`src/wsru_pkg.sv`:
```
`default_nettype none
package wsru_pkg;
    // register byte addresses
    localparam logic [7:0] ADR_CMD   = 8'h00; // write starts an operation
    localparam logic [7:0] ADR_CTRL  = 8'h04; // reversible shift control word
    localparam logic [7:0] ADR_RANGE = 8'h08; // first index low, last high
    localparam logic [7:0] ADR_SRC   = 8'h0C; // word shift source word
    localparam logic [7:0] ADR_OPND  = 8'h10; // single-word operand and result
    localparam logic [7:0] ADR_FLAGS = 8'h14; // error, carry, zero, negative, busy
    localparam logic [7:0] ADR_ISTAT = 8'h18; // sticky events, write one to clear
    localparam logic [7:0] ADR_IMASK = 8'h1C; // interrupt enables
    localparam logic [1:0] MEM_PAGE  = 2'h1;  // word range at 0x40 upward
    localparam int RANGE_LAST_LSB = 8;
    // opcodes
    localparam logic [6:0] OP_WORD_SHIFT_OP  = 7'h10; // 016
    localparam logic [6:0] OP_ASL   = 7'h19; // 025
    localparam logic [6:0] OP_ASR   = 7'h1A; // 026
    localparam logic [6:0] OP_ROL   = 7'h1B; // 027
    localparam logic [6:0] OP_ROR   = 7'h1C; // 028
    localparam logic [6:0] OP_DIGL  = 7'h4A; // 074
    localparam logic [6:0] OP_DIGR  = 7'h4B; // 075
    localparam logic [6:0] OP_REVERSIBLE_SHIFT_OP  = 7'h54; // 084
    // control word bits
    localparam int CB_RST = 15;
    localparam int CB_STB = 14;
    localparam int CB_SIN = 13;
    localparam int CB_DIR = 12;
    // flag and event bits
    localparam int F_ERR  = 0;
    localparam int F_CY   = 1;
    localparam int F_ZERO = 2;
    localparam int F_NEG  = 3;
    localparam int F_BUSY = 4;
    localparam int I_DONE = 0;
    localparam int I_ERR  = 1;
    // reset values
    localparam logic [15:0] RST_WORD = 16'h0000;
    localparam logic [1:0]  RST_IRQ  = 2'h0;
    // per-word step kinds
    typedef enum logic [5:0] {
        M_BITL = 6'h01,
        M_BITR = 6'h02,
        M_WORD = 6'h04,
        M_DIGL = 6'h08,
        M_DIGR = 6'h10,
        M_CLR  = 6'h20
    } wsru_mode_t;
    // sequencer states
    typedef enum logic [2:0] {
        S_IDLE = 3'h1,
        S_RUN  = 3'h2,
        S_FIN  = 3'h4
    } wsru_state_t;
endpackage : wsru_pkg
`default_nettype wire

```
`src/wsru_step.sv`:
```
`default_nettype none
// one word of a multi-word shift: hold carries what leaves this word
module wsru_step (
    input  wire logic              [5:0]  mode_i,
    input  wire logic              [15:0] word_i,
    input  wire logic              [15:0] hold_i,
    output logic                   [15:0] word_o,
    output logic                   [15:0] hold_o
);
    // pick the new word and the outgoing bits by step kind
    always_comb begin
        word_o = word_i;
        hold_o = hold_i;
        case (mode_i)
            wsru_pkg::M_BITL: begin
                word_o = {word_i[14:0], hold_i[0]};
                hold_o = {15'h0, word_i[15]};
            end
            wsru_pkg::M_BITR: begin
                word_o = {hold_i[0], word_i[15:1]};
                hold_o = {15'h0, word_i[0]};
            end
            wsru_pkg::M_WORD: begin
                word_o = hold_i;
                hold_o = word_i;
            end
            wsru_pkg::M_DIGL: begin
                word_o = {word_i[11:0], hold_i[3:0]};
                hold_o = {12'h000, word_i[15:12]};
            end
            wsru_pkg::M_DIGR: begin
                word_o = {hold_i[3:0], word_i[15:4]};
                hold_o = {12'h000, word_i[3:0]};
            end
            wsru_pkg::M_CLR: begin
                word_o = 16'h0000;
                hold_o = 16'h0000;
            end
            default: begin
                word_o = word_i;
                hold_o = hold_i;
            end
        endcase
    end
endmodule : wsru_step
`default_nettype wire

```
`src/wsru_core.sv`:
```
// Chosen here: the Wishbone register port and the register addresses.
`default_nettype none
// shift and rotate unit behind a classic wishbone slave
module wsru_core #(
    parameter int DEPTH = 16
) (
    input  wire logic        clk_i,
    input  wire logic        rst_i,
    input  wire logic        wb_cyc_i,
    input  wire logic        wb_stb_i,
    input  wire logic        wb_we_i,
    input  wire logic [7:0]  wb_adr_i,
    input  wire logic [3:0]  wb_sel_i,
    input  wire logic [31:0] wb_dat_i,
    output logic      [31:0] wb_dat_o,
    output logic             wb_ack_o,
    output logic             irq_o,
    output logic             done_o,
    output logic             busy_o
);
    localparam int IDXW = $clog2(DEPTH);
    // index fields keep only the low IDXW bits, so a range
    // beyond DEPTH wraps instead of reaching past the array;
    // software must keep first and last inside the window

    // state
    logic [15:0]           mem [DEPTH];  // the word range
    logic [15:0]           ctrl;         // control word
    logic [IDXW-1:0]       first_idx;    // first word of range
    logic [IDXW-1:0]       last_idx;     // last word of range
    logic [15:0]           src;          // word shift source
    logic [15:0]           opnd;         // single-word operand
    logic                  f_err;        // error flag
    logic                  f_cy;         // carry flag
    logic                  f_zero;       // zero flag
    logic                  f_neg;        // negative flag
    logic                  prev_stb;     // strobe seen at last 084
    logic [1:0]            istat;        // sticky events
    logic [1:0]            imask;        // event enables
    wsru_pkg::wsru_state_t state;        // sequencer state
    wsru_pkg::wsru_mode_t  mode;         // step kind of running op
    logic [IDXW-1:0]       ptr;          // word being processed
    logic [IDXW-1:0]       end_ptr;      // last word to process
    logic [15:0]           hold;         // bits travelling between words

    // every access is acked once, mapped or not, so a stray
    // address never stalls the master; writes to operands
    // are dropped while busy rather than held off
    // bus decode
    logic            bus_req;   // request present
    logic            bus_wr;    // write takes effect this edge
    logic            idle;      // sequencer idle
    logic            idle_wr;   // write allowed to operands
    logic [15:0]     wm;        // byte lane mask, low half
    logic [IDXW-1:0] bus_idx;   // word index of range access
    logic            is_mem;    // address hits the range window
    assign bus_req = wb_cyc_i & wb_stb_i;
    assign bus_wr  = bus_req & wb_we_i & wb_ack_o;
    assign idle    = state == wsru_pkg::S_IDLE;
    assign idle_wr = bus_wr & idle;
    assign wm      = {{8{wb_sel_i[1]}}, {8{wb_sel_i[0]}}};
    assign bus_idx = wb_adr_i[2 +: IDXW];
    assign is_mem  = (wb_adr_i[7:6] == wsru_pkg::MEM_PAGE) && (32'(wb_adr_i[5:2]) < DEPTH);

    logic hit_cmd, hit_ctrl, hit_rng, hit_src, hit_opnd, hit_flg, hit_ist, hit_imk, hit_mem;
    assign hit_cmd  = idle_wr & (wb_adr_i == wsru_pkg::ADR_CMD) & wb_sel_i[0];
    assign hit_ctrl = idle_wr & (wb_adr_i == wsru_pkg::ADR_CTRL);
    assign hit_rng  = idle_wr & (wb_adr_i == wsru_pkg::ADR_RANGE);
    assign hit_src  = idle_wr & (wb_adr_i == wsru_pkg::ADR_SRC);
    assign hit_opnd = idle_wr & (wb_adr_i == wsru_pkg::ADR_OPND);
    assign hit_flg  = idle_wr & (wb_adr_i == wsru_pkg::ADR_FLAGS) & wb_sel_i[0];
    assign hit_ist  = bus_wr & (wb_adr_i == wsru_pkg::ADR_ISTAT) & wb_sel_i[0];
    assign hit_imk  = bus_wr & (wb_adr_i == wsru_pkg::ADR_IMASK) & wb_sel_i[0];
    assign hit_mem  = idle_wr & is_mem;

    // the opcode is taken straight off the write data: it only
    // matters in the one cycle that the command write lands
    // opcode decode on the start write
    logic [6:0] opc;        // opcode written
    logic       is_single;  // one-word shift or rotate
    logic       is_multi;   // range operation
    logic       is_reversible_shift_op;    // reversible shift
    logic       start;      // operation accepted
    logic       range_err;  // first above last
    logic       reversible_shift_op_edge;  // strobe turned on since last 084
    logic       run_go;     // range will actually be walked
    assign opc       = wb_dat_i[6:0];
    assign is_reversible_shift_op   = opc == wsru_pkg::OP_REVERSIBLE_SHIFT_OP;
    assign is_single = (opc == wsru_pkg::OP_ASL) | (opc == wsru_pkg::OP_ASR) |
                       (opc == wsru_pkg::OP_ROL) | (opc == wsru_pkg::OP_ROR);
    assign is_multi  = is_reversible_shift_op | (opc == wsru_pkg::OP_WORD_SHIFT_OP) |
                       (opc == wsru_pkg::OP_DIGL) | (opc == wsru_pkg::OP_DIGR);
    assign start     = hit_cmd;
    assign range_err = first_idx > last_idx;
    assign reversible_shift_op_edge = ctrl[wsru_pkg::CB_STB] & ~prev_stb;
    // reset outranks the strobe: no edge needed to clear
    assign run_go    = start & is_multi & ~range_err &
                       (~is_reversible_shift_op | ctrl[wsru_pkg::CB_RST] | reversible_shift_op_edge);

    // reset is checked before direction so a set reset bit
    // always clears, whatever the strobe and direction say
    // step kind chosen at start
    wsru_pkg::wsru_mode_t next_mode;
    logic                 desc;      // walk from last word down
    logic [15:0]          hold_init; // what enters the range
    assign next_mode = (opc == wsru_pkg::OP_WORD_SHIFT_OP) ? wsru_pkg::M_WORD :
                       (opc == wsru_pkg::OP_DIGL) ? wsru_pkg::M_DIGL :
                       (opc == wsru_pkg::OP_DIGR) ? wsru_pkg::M_DIGR :
                       ctrl[wsru_pkg::CB_RST]     ? wsru_pkg::M_CLR  :
                       ctrl[wsru_pkg::CB_DIR]     ? wsru_pkg::M_BITR :
                                                    wsru_pkg::M_BITL;
    assign desc      = (next_mode == wsru_pkg::M_BITR) | (next_mode == wsru_pkg::M_DIGR);
    // digit shifts fill with zero, word shift loads the source
    assign hold_init = (next_mode == wsru_pkg::M_WORD) ? src :
                       ((next_mode == wsru_pkg::M_BITL) | (next_mode == wsru_pkg::M_BITR)) ?
                       {15'h0, ctrl[wsru_pkg::CB_SIN]} : 16'h0000;

    // one word per cycle: slower than a wide shifter, but
    // the cost stays one word of logic for any depth
    // per-word step
    logic [15:0] step_word; // new value of word at ptr
    logic [15:0] step_hold; // bits leaving that word
    logic        at_end;    // last word this cycle
    logic        bit_mode;  // mode that reports carry
    logic        up;        // running op walks upward
    wsru_step u_step (
        .mode_i (mode),
        .word_i (mem[ptr]),
        .hold_i (hold),
        .word_o (step_word),
        .hold_o (step_hold)
    );
    assign at_end   = (state == wsru_pkg::S_RUN) && (ptr == end_ptr);
    assign bit_mode = (mode == wsru_pkg::M_BITL) | (mode == wsru_pkg::M_BITR) |
                      (mode == wsru_pkg::M_CLR);
    assign up       = (mode != wsru_pkg::M_BITR) & (mode != wsru_pkg::M_DIGR);

    // single-word ops finish in the cycle of the command write;
    // the rotates read the carry flag as it stands, so software
    // may preset it through the flags register first
    // single-word datapath
    logic [15:0] sw_res;   // shifted or rotated operand
    logic        sw_cy;    // bit shifted out
    logic        opnd_msb; // operand bit 15
    logic        opnd_lsb; // operand bit 0
    assign opnd_msb = opnd[15];
    assign opnd_lsb = opnd[0];
    assign sw_res = (opc == wsru_pkg::OP_ASL) ? {opnd[14:0], 1'b0} :
                    (opc == wsru_pkg::OP_ASR) ? {1'b0, opnd[15:1]} :
                    (opc == wsru_pkg::OP_ROL) ? {opnd[14:0], f_cy} :
                                                {f_cy, opnd[15:1]};
    assign sw_cy  = ((opc == wsru_pkg::OP_ASL) | (opc == wsru_pkg::OP_ROL)) ? opnd_msb : opnd_lsb;

    // commands that walk nothing still pass through the
    // finish state so that every command gives one done pulse
    // next sequencer state
    wsru_pkg::wsru_state_t next_state;
    assign next_state = (idle & start)           ? (run_go ? wsru_pkg::S_RUN : wsru_pkg::S_FIN) :
                        (at_end)                 ? wsru_pkg::S_FIN :
                        (state == wsru_pkg::S_FIN) ? wsru_pkg::S_IDLE : state;

    // interrupt status: set wins over write-one-clear
    logic [1:0] ev;          // events this cycle
    logic [1:0] next_istat;  // status after set and clear
    assign ev[wsru_pkg::I_DONE] = state == wsru_pkg::S_FIN;
    assign ev[wsru_pkg::I_ERR]  = start & is_multi & range_err;
    assign next_istat = (istat & ~(hit_ist ? wb_dat_i[1:0] : 2'h0)) | ev;

    // reads are side-effect free; the status register is only
    // cleared by an explicit write of ones
    // read mux
    logic [31:0] rd;
    assign rd = (wb_adr_i == wsru_pkg::ADR_CTRL)  ? {16'h0000, ctrl} :
                (wb_adr_i == wsru_pkg::ADR_RANGE) ? 32'({last_idx, 8'(first_idx)}) << 0 :
                (wb_adr_i == wsru_pkg::ADR_SRC)   ? {16'h0000, src} :
                (wb_adr_i == wsru_pkg::ADR_OPND)  ? {16'h0000, opnd} :
                (wb_adr_i == wsru_pkg::ADR_FLAGS) ? {27'h0, busy_o, f_neg, f_zero, f_cy, f_err} :
                (wb_adr_i == wsru_pkg::ADR_ISTAT) ? {30'h0, istat} :
                (wb_adr_i == wsru_pkg::ADR_IMASK) ? {30'h0, imask} :
                is_mem                            ? {16'h0000, mem[bus_idx]} : 32'h0;

    // bus answer one cycle after the request, dropped the cycle after
    always_ff @(posedge clk_i) begin
        if (rst_i) begin
            wb_ack_o <= 1'b0;
            wb_dat_o <= 32'h0;
        end else begin
            wb_ack_o <= bus_req & ~wb_ack_o;
            wb_dat_o <= rd;
        end
    end

    // operands may not move under a running walk, or the
    // end pointer and the source word would disagree
    // software registers; operands frozen while busy
    always_ff @(posedge clk_i) begin
        if (rst_i) begin
            ctrl      <= wsru_pkg::RST_WORD;
            src       <= wsru_pkg::RST_WORD;
            first_idx <= '0;
            last_idx  <= '0;
        end else begin
            if (hit_ctrl) ctrl <= (ctrl & ~wm) | (wb_dat_i[15:0] & wm);
            if (hit_src)  src <= (src & ~wm) | (wb_dat_i[15:0] & wm);
            if (hit_rng & wb_sel_i[0]) first_idx <= wb_dat_i[IDXW-1:0];
            if (hit_rng & wb_sel_i[1]) last_idx <= wb_dat_i[wsru_pkg::RANGE_LAST_LSB +: IDXW];
        end
    end

    // single-word operand and strobe history
    always_ff @(posedge clk_i) begin
        if (rst_i) begin
            opnd     <= wsru_pkg::RST_WORD;
            prev_stb <= 1'b0;
        end else begin
            if (start & is_single) opnd <= sw_res;
            else if (hit_opnd) opnd <= (opnd & ~wm) | (wb_dat_i[15:0] & wm);
            if (start & is_reversible_shift_op) prev_stb <= ctrl[wsru_pkg::CB_STB];
        end
    end

    // zero and negative belong to single-word ops only;
    // range ops leave them as software last saw them
    // flags
    always_ff @(posedge clk_i) begin
        if (rst_i) begin
            {f_neg, f_zero, f_cy, f_err} <= 4'h0;
        end else if (start & is_single) begin
            f_err  <= 1'b0;
            f_cy   <= sw_cy;
            f_zero <= sw_res == 16'h0000;
            f_neg  <= sw_res[15];
        end else if (start & is_multi) begin
            f_err <= range_err;
        end else if (at_end & bit_mode) begin
            f_cy <= step_hold[0];
        end else if (hit_flg) begin
            {f_neg, f_zero, f_cy, f_err} <= wb_dat_i[3:0];
        end
    end

    // right-going modes start at the last word so the bit or
    // digit leaving each word is ready for its lower neighbour
    // sequencer: walks the range one word per cycle, never interrupted
    always_ff @(posedge clk_i) begin
        if (rst_i) begin
            state   <= wsru_pkg::S_IDLE;
            mode    <= wsru_pkg::M_BITL;
            ptr     <= '0;
            end_ptr <= '0;
            hold    <= 16'h0000;
        end else begin
            state <= next_state;
            if (idle & run_go) begin
                mode    <= next_mode;
                ptr     <= desc ? last_idx : first_idx;
                end_ptr <= desc ? first_idx : last_idx;
                hold    <= hold_init;
            end else if (state == wsru_pkg::S_RUN) begin
                hold <= step_hold;
                ptr  <= up ? ptr + 1'b1 : ptr - 1'b1;
            end
        end
    end

    // bus writes to the range are gated by idle, so the two
    // writers can never meet on the same edge
    // word range: sequencer or software, never both
    always_ff @(posedge clk_i) begin
        if (rst_i) begin
            for (int i = 0; i < DEPTH; i++) mem[i] <= wsru_pkg::RST_WORD;
        end else if (state == wsru_pkg::S_RUN) begin
            mem[ptr] <= step_word;
        end else if (hit_mem) begin
            mem[bus_idx] <= (mem[bus_idx] & ~wm) | (wb_dat_i[15:0] & wm);
        end
    end

    // interrupt, done pulse and busy level
    always_ff @(posedge clk_i) begin
        if (rst_i) begin
            istat  <= wsru_pkg::RST_IRQ;
            imask  <= wsru_pkg::RST_IRQ;
            irq_o  <= 1'b0;
            done_o <= 1'b0;
            busy_o <= 1'b0;
        end else begin
            istat  <= next_istat;
            if (hit_imk) imask <= wb_dat_i[1:0];
            irq_o  <= |(next_istat & imask);
            done_o <= state == wsru_pkg::S_FIN;
            busy_o <= next_state != wsru_pkg::S_IDLE;
        end
    end

    // each check looks one edge after the step it guards,
    // when the written word is visible in the array
    // checks
    clear_carry_a: assert property (@(posedge clk_i) disable iff (rst_i)
        at_end && mode == wsru_pkg::M_CLR |=> !f_cy && mem[$past(ptr)] == 16'h0000)
        else $error("reset did not clear carry and word");
    left_bit_a: assert property (@(posedge clk_i) disable iff (rst_i)
        state == wsru_pkg::S_RUN && mode == wsru_pkg::M_BITL && ptr == first_idx
        |=> mem[first_idx][0] == $past(hold[0]))
        else $error("serial bit missed bit 00");
    // right shift: serial bit lands on top of the last word
    right_bit_a: assert property (@(posedge clk_i) disable iff (rst_i)
        state == wsru_pkg::S_RUN && mode == wsru_pkg::M_BITR && ptr == last_idx
        |=> mem[last_idx][15] == $past(hold[0]))
        else $error("serial bit missed bit 15");
    // word shift: source word lands in the first word
    word_load_a: assert property (@(posedge clk_i) disable iff (rst_i)
        state == wsru_pkg::S_RUN && mode == wsru_pkg::M_WORD && ptr == first_idx
        |=> mem[first_idx] == $past(src))
        else $error("source word not loaded");
    // digit left: lowest digit of the first word is zero
    digit_left_a: assert property (@(posedge clk_i) disable iff (rst_i)
        state == wsru_pkg::S_RUN && mode == wsru_pkg::M_DIGL && ptr == first_idx
        |=> mem[first_idx][3:0] == 4'h0)
        else $error("digit left fill not zero");
    // digit right: top digit of the last word is zero
    digit_right_a: assert property (@(posedge clk_i) disable iff (rst_i)
        state == wsru_pkg::S_RUN && mode == wsru_pkg::M_DIGR && ptr == last_idx
        |=> mem[last_idx][15:12] == 4'h0)
        else $error("digit right fill not zero");
    range_err_a: assert property (@(posedge clk_i) disable iff (rst_i)
        start && is_multi |=> f_err == $past(range_err) ##1 state != wsru_pkg::S_RUN || !f_err)
        else $error("error flag wrong for range");
    asl_a: assert property (@(posedge clk_i) disable iff (rst_i)
        start && opc == wsru_pkg::OP_ASL |=> opnd == ($past(opnd) << 1) && f_cy == $past(opnd_msb))
        else $error("arith left wrong");
    asr_a: assert property (@(posedge clk_i) disable iff (rst_i)
        start && opc == wsru_pkg::OP_ASR |=> !f_neg && opnd == ($past(opnd) >> 1) && f_cy == $past(opnd_lsb))
        else $error("arith right wrong");
    rol_a: assert property (@(posedge clk_i) disable iff (rst_i)
        start && opc == wsru_pkg::OP_ROL |=> opnd[0] == $past(f_cy) && f_cy == $past(opnd_msb))
        else $error("rotate left lost carry");
    ror_a: assert property (@(posedge clk_i) disable iff (rst_i)
        start && opc == wsru_pkg::OP_ROR |=> opnd[15] == $past(f_cy) && f_cy == $past(opnd_lsb))
        else $error("rotate right lost carry");
    zero_flag_a: assert property (@(posedge clk_i) disable iff (rst_i)
        start && is_single |=> f_zero == (opnd == 16'h0000) && f_neg == opnd[15])
        else $error("zero or negative flag wrong");
    done_after_a: assert property (@(posedge clk_i) disable iff (rst_i)
        at_end |=> state == wsru_pkg::S_FIN && busy_o ##1 done_o && !busy_o)
        else $error("done not after last word");
endmodule : wsru_core
`default_nettype wire

```
`config.mk`:
```
export PLATFORM = sky130hd
export DESIGN_NAME = wsru_core
export DESIGN_NICKNAME = d
export VERILOG_FILES = /design/src/wsru_pkg.sv /design/src/wsru_step.sv /design/src/wsru_core.sv
export SDC_FILE = /design/constraint.sdc
export NUM_CORES = 1
export LEC_CHECK = 0
export BUFFER_PORTS_ARGS = -buffer_cell sky130_fd_sc_hd__buf_2
export CORE_ASPECT_RATIO = 0.8
export CORE_MARGIN = 5
export CORE_UTILIZATION = 43
export CTS_CLUSTER_SIZE = 24
export DETAILED_ROUTE_END_ITERATION = 6
export GPL_TIMING_DRIVEN = 0
export PLACE_DENSITY = 0.63
export SLEW_MARGIN = 20
export SYNTH_ARGS = -nofsm -noshare
export SYNTH_HDL_FRONTEND = slang
export SYNTH_SLANG_ARGS = --single-unit
```
`constraint.sdc`:
```
create_clock -name clk_i -period 7.1 [get_ports clk_i]
set_clock_uncertainty 0.2 [all_clocks]
set_input_delay 0.355 -clock clk_i [delete_from_list [all_inputs] [get_ports clk_i]]
set_output_delay 0.355 -clock clk_i [all_outputs]
set_load 0.02 [all_outputs]
```
==> key figures <==
Synth
  • Syn_area_per_cell: 10.7 sq um
  • Post-synth EDFFs: 256
  • Yosys cell types: 99
  • Synth top area share: about a third
  • Mapped Area: 21,800 sq um
  • Top cells by area, synth: edfxtp_1, mux4_2, dfxtp_1
  • Post-synthesis sequential area ratio: approximately 46%
  • Ys Warns: 0
  • FFs w/ async S/R, synth: 0%
  • Post-synth top flop: edfxtp_1
  • #FFs+latches synth: ~380
  • Mapped Cells: 2,047
  • Synth area leader: edfxtp_1

Routing
  • Via count: 20,200
  • Drt first-iter violations: 3,540
  • Routed wire length: between 90,000 and 100,000 um
  • Detailed-route DRC error count: 0
  • Drt pass-1 iters: 6
  • Vias/cell: between 7 and 8
  • Routed Antenna Nets: 0
  • Routed WL per cell: 34.8 um

Critical path
  • Worst r2r path cells: 13
  • Critical path class: reg2reg
  • Critical Path, Cell by Cell: clkbuf_1, nor4_2, nand2_1, clkbuf_1, nand2_1, ha_1, a21o_1, a21oi_1, nor3_1, o21ai_0, xnor2_1, nor2_1, a211oi_1
  • Crit-path max FO: 10
  • R2r setup slk: 2.23 ns
  • CP Capture Type: flop
  • Critical path's slowest cell: o21ai_0
  • Critical Path Max Stage Delay: 0.68 ns
  • Family with the most delay on the worst path: compound AO/OA/AOI/OAI gates
  • Crit path buf inv count: 2
  • Worst r2r src: mode[5]
  • Critical Path AT: around 5.2 ns
  • CP required: ~7.4 ns
  • Startpoint types: flop
  • RR Endpoint: ptr[3]

Floorplan
  • DIE HEIGHT: 212 um
  • IO Pins: 85
  • Core Box Area: 50,000 sq um
  • Die Footprint: ~55,000 sq um
  • # rows: 73
  • Die X: 262 um
  • Initial core utilization: a little over two fifths

Worst hold path
  • Hold Path Class: in2reg
  • Hold Path Depth: 5
  • Worst hold endpoint: mode[4]
  • Hold Startpoint: wb_dat_i[1]

Timing
  • Min Hold Slack: 0.0404 ns
  • Setup TNS: 0 ns
  • RSZ-0062 raised after global routing: no
  • Fin crit period: 4.87 ns
  • Final setup violation count: 0
  • Actual slew at the worst max-slew pin: 1.29 ns
  • Fin. max-slew vios: 0
  • Fin crit share: 68.6%
  • Hold Vio Cnt, Final: 0
  • Fmax: 205 MHz
  • Max_slew headroom: 13.3%

Clock tree
  • Max Root-Sink Buffers: 3
  • CTS Buf Count: 42
  • CTS Sinks: between 300 and 400
  • Post-CTS sizing: 0
  • CTS tree: done
  • Root Buffer Master: clkbuf_16
  • Clk_lat worst skew: between 0.6 and 0.7 ns
  • Clock transition at path regs: 0.06 ns
  • # H-tree levels: 2

Layout
  • Share of layout cells above drive strength 1: 19.7%
  • Final nets: 2,221
  • Area Overhead vs Synth: 13.0%

Place
  • DP HPWL: 73,600 um
  • Placer Congestion: around 1.1
  • IO buf count: 44

Global routing
  • Initial antenna violation count: 4
  • Vias in the first global route: between 15,000 and 20,000
  • Gr usage total: around a third
  • Remaining Overflow, GRT: 0
  • Largest net degree at the start of global routing: 17
  • First-pass GRT wire length: 139,000 um

Power and ir drop
  • PwrDens: 213 nW/um^2
  • P_leak: 8.35 nW
  • Worst VDD drop: 165 uV

Run
  • Max-cap viol count: 0

Run status
  • Outcome: completed
## worst max-delay path by stage
stage	slack, ns	from	cells past startpoint	to
floorplan	4.05	wb_adr_i[3]	8	mem[11][12]
global placement	1.69	wb_adr_i[2]	9	mem[3][5]
detailed placement	2.02	wb_adr_i[4]	10	mem[8][15]
CTS	2.55	mode[5]	13	ptr[3]
global route	2.13	mode[5]	13	flop
finish	2.23	mode[5]	13	ptr[3]
## power breakdown
group,leakage [nW],internal (W),switching (W)
sequential,3.63,0.00240,0.0000360
clock,0.702,0.00137,0.000993
combinational,4.02,0.000147,0.000315
## stage by stage
stage	power, W	std cells	worst slack [ns]	utilization (%)	area, sq um
2_1_floorplan	0.00271	2062	4.05	-	21900
3_3_place_gp	0.00290	2781	1.69	46.0	23000
3_5_place_dp	0.00291	2785	2.02	46.3	23100
4_1_cts	0.00522	2873	2.55	49.4	24700
5_1_grt	0.00534	2874	2.13	49.4	24700
6_report	0.00526	2877	2.23	49.4	24700
## routing by layer
metal | wire length [um] | up-vias | track usage (%) | part of all wire [%]
met4 | 5000 | 0 | 14.3 | 5.0
li1 | - | 7982 | - | -
met1 | 38500 | 9949 | 50.0 | 38
met2 | 38600 | 1982 | 46.1 | 39
met3 | 17900 | 310 | 16.0 | 18
met5 | 0 | - | 0 | 0
## worst reg2reg max path: stages, from the launching register on
cell      delay [ns]
dfxtp_1         0.30
clkbuf_1        0.20
nor4_2          0.57
nand2_1         0.40
clkbuf_1        0.39
nand2_1         0.41
ha_1            0.31
a21o_1          0.18
a21oi_1         0.45
nor3_1          0.09
o21ai_0         0.68
xnor2_1         0.20
nor2_1          0.07
a211oi_1        0.31
## Yosys cell counts (7+ instances only)
cell type and number:
a211oi_1 33, a21oi_1 126, a21oi_2 12, a221oi_1 12
a22o_1 7, a22oi_1 27, a32oi_1 17, and2_1 21
and3_1 14, buf_1 8, buf_2 56, buf_4 29
buf_6 11, clkbuf_1 91, dfxtp_1 122, edfxtp_1 256
inv_1 13, mux2_2 38, mux2i_1 99, mux4_2 110
nand2_1 153, nand2b_1 26, nand3_1 55, nand4_1 12
nor2_1 307, nor2b_1 24, nor3_1 77, nor3b_1 8
nor4_1 32, o211ai_1 13, o21ai_0 54, o21ai_1 7
o22ai_1 28, or2_2 7, or3_1 8, xnor2_1 8
## logic make-up (layout without fill, tap and decap cells)
family / count (synthesis) / count (layout) / share of synthesized area (%)
DFF: 378 / 378 / 46.4
adders and majority gates: 7 / 7 / 0.435
buffers and inverters: 214 / 350 / 5.03
xor gates and xnor gates: 11 / 11 / 0.441
other: 1 / 20 / 0.0172
muxes: 256 / 256 / 18.5
AOI/OAI and AO/OA: 410 / 410 / 12.8
and+or+nand+nor: 770 / 770 / 16.4
## timing repair
item / 4_1_cts / 5_1_grt
hold endpoints to repair: 27 / 0
buffers inserted: 0 / 0
hold buffers: 11 / 0
## layout by cell type, fill, tap and decap left out, types with 54 or more instances in the layout
cell type and count:
nor2_1 307, mux4_2 110, nor3_1 76, dfxtp_1 122, nand3_1 55, buf_2 100, nand2_1 153, edfxtp_1 256
mux2i_1 99, clkbuf_1 100, a21oi_1 126, o21ai_0 54
## layout make-up
cell class / instances / area (sq um)
Fill cell: 4579 / 25300
Antenna cell: 4 / 10.0
Clock buffer: 55 / 1150
Timing Repair Buffer: 59 / 433
Clock inverter: 22 / 289
Buffer: 198 / 1040
Inverter: 16 / 60.1
Sequential cell: 378 / 10100
Multi-Input combinational cell: 1470 / 10700
Tap cell: 675 / 845
Note: power is estimated with default switching activity, not from simulation.
